File: src/shared/reset_source_controller_defines.svh
`ifndef RESET_SOURCE_CONTROLLER_DEFINES_SVH
`define RESET_SOURCE_CONTROLLER_DEFINES_SVH

`define RESET_CAUSE_ADDR 8'hef
`define PIN_FLAG_BIT 0
`define POWER_FLAG_BIT 1
`define CLOCK_LOSS_BIT 2
`define WATCHDOG_FLAG_BIT 3
`define SOFTWARE_BIT 4
`define COMPARATOR_BIT 5
`define FLASH_FAULT_BIT 6
`define CAUSE_POR_VALUE 7'h02
`define FLASH_TOP_ADDR 16'h3dff
`define CLK_PERIOD_NS 50
`define RESET_HOLD_NS 200
`define WATCHDOG_DIV 12
`define WATCHDOG_LIMIT 8'hff

`endif

File: src/shared/reset_source_pkg.sv
package reset_source_pkg;

    typedef enum logic [1:0] {
        ST_RUN,
        ST_HOLD,
        ST_PIN
    } seq_state_t;

    typedef logic [6:0] cause_flags_t;

endpackage

File: src/hdl/reset_source_controller.sv
`timescale 1ns/1ns
`default_nettype none
`include "reset_source_controller_defines.svh"

module reset_source_controller
    import reset_source_pkg::*;
(
    input wire logic clk_in,
    input wire logic rst_n_in,
    // special-function register port
    input wire logic [7:0] sfr_addr_in,
    input wire logic sfr_wr_in,
    input wire logic sfr_rd_in,
    input wire logic [7:0] sfr_wdata_in,
    output logic [7:0] sfr_rdata_out,
    // asynchronous sources
    input wire logic reset_pin_n_in,
    input wire logic supply_ok_in,
    input wire logic clock_loss_timeout_in,
    input wire logic comparator_out_in,
    // same-clock sources
    input wire logic watchdog_update_in,
    input wire logic watchdog_disable_in,
    input wire logic program_store_write_enable_in,
    input wire logic data_move_write_in,
    input wire logic [15:0] data_move_addr_in,
    input wire logic code_read_in,
    input wire logic [15:0] code_read_addr_in,
    input wire logic fetch_branch_in,
    input wire logic [15:0] fetch_addr_in,
    input wire logic flash_security_block_in,
    // results
    output logic system_reset_n_out,
    output logic clock_loss_detector_enable_out,
    output logic watchdog_enabled_out
);

    // rounded up so an internal reset never runs short of its nominal time
    localparam int HOLD_CYCLES =
        (`RESET_HOLD_NS + `CLK_PERIOD_NS - 1) / `CLK_PERIOD_NS;
    localparam int WDOG_DIV_LAST = `WATCHDOG_DIV - 1;

    seq_state_t state_reg;
    seq_state_t state_next;
    cause_flags_t flags_reg;
    cause_flags_t cause_vec;

    logic pin_meta_reg;
    logic pin_sync_reg;
    logic supply_meta_reg;
    logic supply_sync_reg;
    logic loss_meta_reg;
    logic loss_sync_reg;
    logic cmp_meta_reg;
    logic cmp_sync_reg;

    logic clock_loss_en_reg;
    logic comparator_en_reg;
    logic supply_src_en_reg;
    logic [2:0] hold_cnt_reg;
    logic system_reset_n_reg;
    logic [7:0] rdata_reg;

    logic wdog_en_reg;
    logic [3:0] wdog_div_reg;
    logic [7:0] wdog_cnt_reg;
    logic wdog_tick;
    logic wdog_overflow;

    logic pin_low;
    logic supply_trip;
    logic loss_trip;
    logic cmp_trip;
    logic flash_fault;
    logic sfr_hit_wr;
    logic soft_req;
    logic in_run;
    logic hold_done;

    // two-stage synchronisers for everything not on clk_in
    always_ff @(posedge clk_in or negedge rst_n_in) begin
        if (!rst_n_in) begin
            pin_meta_reg <= 1'b1;
            pin_sync_reg <= 1'b1;
            supply_meta_reg <= 1'b1;
            supply_sync_reg <= 1'b1;
            loss_meta_reg <= 1'b0;
            loss_sync_reg <= 1'b0;
            cmp_meta_reg <= 1'b1;
            cmp_sync_reg <= 1'b1;
        end else begin
            pin_meta_reg <= reset_pin_n_in;
            pin_sync_reg <= pin_meta_reg;
            supply_meta_reg <= supply_ok_in;
            supply_sync_reg <= supply_meta_reg;
            loss_meta_reg <= clock_loss_timeout_in;
            loss_sync_reg <= loss_meta_reg;
            cmp_meta_reg <= comparator_out_in;
            cmp_sync_reg <= cmp_meta_reg;
        end
    end

    // pin, flash and software resets are always live; the other sources can be switched off
    assign in_run = (state_reg == ST_RUN);
    assign pin_low = ~pin_sync_reg;
    assign supply_trip = supply_src_en_reg & ~supply_sync_reg;
    // the one-shot itself is analog and retriggers on every clk_in edge;
    // only its timeout is seen here
    assign loss_trip = clock_loss_en_reg & loss_sync_reg;
    assign cmp_trip = comparator_en_reg & ~cmp_sync_reg;

    // flash requests come from the core on this clock, so no synchroniser here
    always_comb begin
        flash_fault = 1'b0;
        if (program_store_write_enable_in && data_move_write_in &&
            (data_move_addr_in > `FLASH_TOP_ADDR)) begin
            flash_fault = 1'b1;
        end
        if (code_read_in && (code_read_addr_in > `FLASH_TOP_ADDR)) begin
            flash_fault = 1'b1;
        end
        if (fetch_branch_in && (fetch_addr_in > `FLASH_TOP_ADDR)) begin
            flash_fault = 1'b1;
        end
        if (flash_security_block_in) begin
            flash_fault = 1'b1;
        end
    end

    // writes during reset are dropped: the clock-loss and comparator enables are being cleared then
    assign sfr_hit_wr = sfr_wr_in && (sfr_addr_in == `RESET_CAUSE_ADDR);
    assign soft_req = sfr_hit_wr && sfr_wdata_in[`SOFTWARE_BIT];

    // one cause per reset; earlier lines win a tie
    // supply first: after a brown-out no other cause can be trusted
    always_comb begin
        cause_vec = '0;
        if (supply_trip) begin
            cause_vec[`POWER_FLAG_BIT] = 1'b1;
        end else if (loss_trip) begin
            cause_vec[`CLOCK_LOSS_BIT] = 1'b1;
        end else if (flash_fault) begin
            cause_vec[`FLASH_FAULT_BIT] = 1'b1;
        end else if (wdog_overflow) begin
            cause_vec[`WATCHDOG_FLAG_BIT] = 1'b1;
        end else if (cmp_trip) begin
            cause_vec[`COMPARATOR_BIT] = 1'b1;
        end else if (soft_req) begin
            cause_vec[`SOFTWARE_BIT] = 1'b1;
        end
    end

    // three bits cover the hold; a longer hold needs a wider counter
    assign hold_done = (hold_cnt_reg == 3'(HOLD_CYCLES - 1));

    // the pin overrides everything, even a hold already under way
    always_comb begin
        state_next = state_reg;
        case (state_reg)
            ST_RUN: begin
                if (pin_low) begin
                    state_next = ST_PIN;
                end else if (cause_vec != '0) begin
                    state_next = ST_HOLD;
                end
            end
            ST_HOLD: begin
                if (pin_low) begin
                    state_next = ST_PIN;
                end else if (hold_done && !supply_trip) begin
                    state_next = ST_RUN;
                end
            end
            ST_PIN: begin
                if (!pin_low) begin
                    state_next = ST_RUN;
                end
            end
            default: begin
                state_next = ST_RUN;
            end
        endcase
    end

    // power-on starts in hold so it leaves through the same path as every cause but the pin
    always_ff @(posedge clk_in or negedge rst_n_in) begin
        if (!rst_n_in) begin
            state_reg <= ST_HOLD;
        end else begin
            state_reg <= state_next;
        end
    end

    // supply dips keep the hold counter at zero until power recovers
    always_ff @(posedge clk_in or negedge rst_n_in) begin
        if (!rst_n_in) begin
            hold_cnt_reg <= 3'h0;
        end else if (state_reg != ST_HOLD || supply_trip) begin
            hold_cnt_reg <= 3'h0;
        end else if (!hold_done) begin
            hold_cnt_reg <= hold_cnt_reg + 3'h1;
        end
    end

    // registered so the reset line never glitches on decode
    always_ff @(posedge clk_in or negedge rst_n_in) begin
        if (!rst_n_in) begin
            system_reset_n_reg <= 1'b0;
        end else begin
            system_reset_n_reg <= (state_next == ST_RUN);
        end
    end

    always_ff @(posedge clk_in or negedge rst_n_in) begin
        if (!rst_n_in) begin
            flags_reg <= `CAUSE_POR_VALUE;
        end else if (in_run && state_next == ST_PIN) begin
            flags_reg <= '0;
        end else if (state_reg == ST_PIN && state_next == ST_RUN) begin
            flags_reg <= cause_flags_t'(1) << `PIN_FLAG_BIT;
        end else if (in_run && state_next == ST_HOLD) begin
            flags_reg <= cause_vec;
        end else if (state_reg == ST_HOLD && supply_trip) begin
            // a supply dip inside another hold still counts as a power reset
            flags_reg <= cause_flags_t'(1) << `POWER_FLAG_BIT;
        end
    end

    // enables change only while running; reset drops the switchable
    // sources, but supply-source selection survives all but power-on
    always_ff @(posedge clk_in or negedge rst_n_in) begin
        if (!rst_n_in) begin
            clock_loss_en_reg <= 1'b0;
            comparator_en_reg <= 1'b0;
            supply_src_en_reg <= 1'b1;
        end else if (!in_run || state_next != ST_RUN) begin
            clock_loss_en_reg <= 1'b0;
            comparator_en_reg <= 1'b0;
        end else if (sfr_hit_wr) begin
            clock_loss_en_reg <= sfr_wdata_in[`CLOCK_LOSS_BIT];
            comparator_en_reg <= sfr_wdata_in[`COMPARATOR_BIT];
            supply_src_en_reg <= sfr_wdata_in[`POWER_FLAG_BIT];
        end
    end

    // watchdog prescaler and counter
    // overflow counts only while enabled; a disabled watchdog holds at zero
    assign wdog_tick = (wdog_div_reg == 4'(WDOG_DIV_LAST));
    assign wdog_overflow = wdog_en_reg && wdog_tick &&
        (wdog_cnt_reg == `WATCHDOG_LIMIT);

    // software may switch the watchdog off, but every reset turns it back on
    always_ff @(posedge clk_in or negedge rst_n_in) begin
        if (!rst_n_in) begin
            wdog_en_reg <= 1'b1;
        end else if (!system_reset_n_reg) begin
            wdog_en_reg <= 1'b1;
        end else if (watchdog_disable_in) begin
            wdog_en_reg <= 1'b0;
        end
    end

    // prescaler phase restarts in reset, so the first tick comes a full period late
    always_ff @(posedge clk_in or negedge rst_n_in) begin
        if (!rst_n_in) begin
            wdog_div_reg <= 4'h0;
        end else if (!system_reset_n_reg || wdog_tick) begin
            wdog_div_reg <= 4'h0;
        end else begin
            wdog_div_reg <= wdog_div_reg + 4'h1;
        end
    end

    // the count parks at its limit; the next tick there is the overflow
    always_ff @(posedge clk_in or negedge rst_n_in) begin
        if (!rst_n_in) begin
            wdog_cnt_reg <= 8'h00;
        end else if (!system_reset_n_reg || !wdog_en_reg) begin
            wdog_cnt_reg <= 8'h00;
        end else if (watchdog_update_in) begin
            wdog_cnt_reg <= 8'h00;
        end else if (wdog_tick && wdog_cnt_reg != `WATCHDOG_LIMIT) begin
            wdog_cnt_reg <= wdog_cnt_reg + 8'h01;
        end
    end

    // read data: bit 7 is constant zero
    always_ff @(posedge clk_in or negedge rst_n_in) begin
        if (!rst_n_in) begin
            rdata_reg <= 8'h00;
        end else if (sfr_rd_in && sfr_addr_in == `RESET_CAUSE_ADDR) begin
            rdata_reg <= {1'b0, flags_reg};
        end else begin
            rdata_reg <= 8'h00;
        end
    end

    // no pin driver exists here: internal resets leave the pin alone
    assign system_reset_n_out = system_reset_n_reg;
    assign sfr_rdata_out = rdata_reg;
    assign clock_loss_detector_enable_out = clock_loss_en_reg;
    assign watchdog_enabled_out = wdog_en_reg;

endmodule // reset_source_controller

`default_nettype wire

File: config.mk
export PLATFORM = sky130hd
export DESIGN_NAME = reset_source_controller
export DESIGN_NICKNAME = d
export VERILOG_FILES = /design/src/shared/reset_source_pkg.sv /design/src/hdl/reset_source_controller.sv
export VERILOG_INCLUDE_DIRS = /design/src /design/src/shared
export SDC_FILE = /design/constraint.sdc
export NUM_CORES = 1
export LEC_CHECK = 0
export BUFFER_PORTS_ARGS = -buffer_cell sky130_fd_sc_hd__buf_2
export CAP_MARGIN = 0
export CORE_AREA = 3 3 69 71
export DETAILED_ROUTE_END_ITERATION = 12
export DIE_AREA = 0 0 72 74
export GPL_ROUTABILITY_DRIVEN = 0
export MAX_ROUTING_LAYER = met4
export PLACE_DENSITY = 0.82
export SYNTH_ARGS = -nofsm -noshare
export SYNTH_HDL_FRONTEND = slang
export SYNTH_SLANG_ARGS = --single-unit
File: constraint.sdc
create_clock -name clk_in -period 3.9 [get_ports clk_in]
set_input_delay 0.78 -clock clk_in [delete_from_list [all_inputs] [get_ports clk_in]]
set_output_delay 0.78 -clock clk_in [all_outputs]
set_load 0.005 [all_outputs]
==> flow_metrics.env <==
export IMPL_final_setup_viol_count=0
export IMPL_status="complete, no violations"
export IMPL_fin_crit_ps=1980
export IMPL_port_buffers=57
export IMPL_overflow=0
export IMPL_cts_path_max_buffers=2
export IMPL_worstSetupPathType="reg -> reg"
export IMPL_antenna_found_initial=0
export IMPL_yosysUniqueCellTypes=48
export IMPL_rows=24
export IMPL_post_route_period_util_pct=50.8
export IMPL_holdCritPathClass="reg -> reg"
export IMPL_antenna_cells=0
export IMPL_ys_warn_count=0
export IMPL_cts_sinks=44
export IMPL_dp_final_hpwl_mm=2.90
export IMPL_hold_depth=0
export IMPL_finalHoldViolCount=0
export IMPL_setup_tns_ps=0
export IMPL_grtUsageTotal_pct=16.2
export IMPL_postRouteAntennaNets=0
export IMPL_synth_edff_count=0
export IMPL_grt_pass1_wl_mm=6.58
export IMPL_layout_nets=329
export IMPL_r2r_cells=5
export IMPL_maxCapViolCount=0
export IMPL_yosys_register_bits=44
export IMPL_crit_arrival_ps=2180
export IMPL_wl_mm=3.86
export IMPL_synthCells=187
export IMPL_path_clk_slew_ps=80
export IMPL_core_area_mm2=0.00429
export IMPL_cts_root_buf="clkbuf_8"
export IMPL_max_slew_margin_pct=38.2
export IMPL_area_growth_pct=21.4
export IMPL_rr_startpoint="supply_sync_reg"
export IMPL_rsz0062_at_grt="false"
export IMPL_critPathCaptureType="flop"
export IMPL_start_kind="flop"
export IMPL_synth_nets=270
export IMPL_first_global_vias=1556
export IMPL_cp_max_fo=11
export IMPL_postCtsSetupRepairBufs=0
export IMPL_htreeDepth=2
export IMPL_avgViaCountPerCell=5.25
export IMPL_min_from="supply_meta_reg"
export IMPL_finalMaxSlewViolations=0
export IMPL_clkLatencyLatePin_ps=290
export IMPL_leakagePower_uw=0.00123
export IMPL_post_cts_resized=0
export IMPL_syn_avg_cell_area_um2=11.2
export IMPL_tightest_slew_ps=927
export IMPL_initial_core_util_pct=48.8
export IMPL_largest_register_ffs=8
export IMPL_pre_cts_ws_ps=1700
export IMPL_die_y_um=74
export IMPL_peakVddDrop_mv=0.267
export IMPL_reg2reg_slack_ps=1920
export IMPL_min_to="supply_sync_reg"
export IMPL_cts_tree="done"
export IMPL_crit_required_ps=4090
export IMPL_drive_gt1_share_pct=36.4
export IMPL_power_density_mw_per_mm2=362
export IMPL_cts_buffers=5
export IMPL_fmax_ghz=0.504
export IMPL_grt_start_max_net_pins=45
export IMPL_ctsHoldBuffers=0
export IMPL_drtIter0Drc=89
export IMPL_fillers=355
export IMPL_mappedNetlistArea_mm2=0.00209
export IMPL_via_count=1570
export IMPL_placed_cell_area_mm2=0.00242
export IMPL_finalClockSkew_ps=6.46
export IMPL_drt_pass1_iterations=4
export IMPL_drcViolationCount=0
export IMPL_asyncSetResetFlopFracSynth_pct=100
export IMPL_wire_per_inst_um=12.9
export IMPL_design_area_mm2=0.00254
export IMPL_dieArea_mm2=0.00533
export IMPL_ios=90
export IMPL_ys_seq_area_share_pct=53.2
export IMPL_final_cell_mix="buf_2, dfrtp_1, nor2_1"
export IMPL_reg2reg_to="flags_reg[1]"
export IMPL_final_common_cell="buf_2"
export IMPL_setup_ws_ps=1920
export IMPL_synth_ff_type="dfrtp_1"
export IMPL_die_w_um=72
## layout make-up
| class | count | area (um^2) | share of cell area [%] |
|---|---|---|---|
| Clock buffer | 6 | 82.6 | 3.25 |
| Clock inverter | 2 | 38.8 | 1.53 |
| Inverter | 9 | 33.8 | 1.33 |
| Multi-Input combinational cell | 129 | 923 | 36.3 |
| Sequential cell | 44 | 1110 | 43.8 |
| Tap cell | 52 | 65.1 | 2.56 |
| Timing Repair Buffer | 57 | 285 | 11.2 |
## cells in the mapped netlist (2+ instances only)
library cell  instances  area (um^2)
and2_1                6         37.5
nand2b_1              3         18.8
o21ai_1               2         10.0
nor3_1                3         15.0
and3_1                2         12.5
nand3_1               6         30.0
o21ai_0               5         25.0
nand4_1               7         43.8
o211ai_1              2         15.0
a21oi_1               6         30.0
nand2_1              16         60.1
dfstp_2              10          263
nor2_1               17         63.8
nor2b_1               2         12.5
xnor2_1               5         43.8
nand4_2               2         25.0
inv_1                 9         33.8
o32ai_1               2         17.5
o22ai_1               6         37.5
ha_1                  4         50.1
xor2_1                5         43.8
mux2i_1               5         50.1
dfrtp_1              34          851
nor3_4                2         32.5
clkbuf_1              3         11.3
## layer usage
metal	GRT usage, %	up-vias	share of wire (%)
met3	3.65	8	4.3
li1	-	771	-
met4	5.01	0	1.2
met1	18.2	758	42
met5	-	-	0
met2	28.8	33	52
## worst max-delay path by stage
| stage | startpoint | to | slack (ps) | cells past startpoint |
|---|---|---|---|---|
| after floorplan | sfr_addr_in[4] | supply_src_en_reg | 1930 | 5 |
| after global placement | sfr_addr_in[4] | supply_src_en_reg | 1730 | 6 |
| after detailed placement | sfr_addr_in[4] | supply_src_en_reg | 1700 | 6 |
| after CTS | supply_sync_reg | flags_reg[1] | 1910 | 5 |
| after global routing | supply_sync_reg | flags_reg[1] | 1750 | 5 |
| final | supply_sync_reg | flags_reg[1] | 1920 | 5 |
## metrics by stage
step | hold slack (ps) | instances | total power [uW] | util [%]
2_1_floorplan | 331 | 187 | 528 | -
3_3_place_gp | 333 | 291 | 568 | 56.4
3_5_place_dp | 346 | 291 | 570 | 56.4
4_1_cts | 360 | 299 | 929 | 59.2
5_1_grt | 360 | 299 | 961 | 59.2
6_report | 359 | 299 | 920 | 59.2
## critical path, stage by stage (launching register included)
cell      delay [ps]
dfstp_2          520
nand2b_1         340
nand3_2          160
a211oi_4         390
nand2_2          160
a311oi_1         320
## cell families after synthesis
| logic type | after synthesis | synth area share (%) |
|---|---|---|
| other | 1 | 0.179 |
| adder cells (fa/ha/maj) | 4 | 2.39 |
| multiplexers | 6 | 3.11 |
| XOR/XNOR | 10 | 4.18 |
| AO/OA/AOI/OAI | 30 | 11.1 |
| buffers and inverters | 14 | 2.75 |
| flip-flops | 44 | 53.2 |
| AND/OR/NAND/NOR | 78 | 23.1 |
## power by group
part | internal [uW] | switching [uW]
Clock | 209 | 149
Sequential | 473 | 12.2
Combinational | 34.2 | 41.2
No activity file was read; power rests on OpenSTA's default activity.
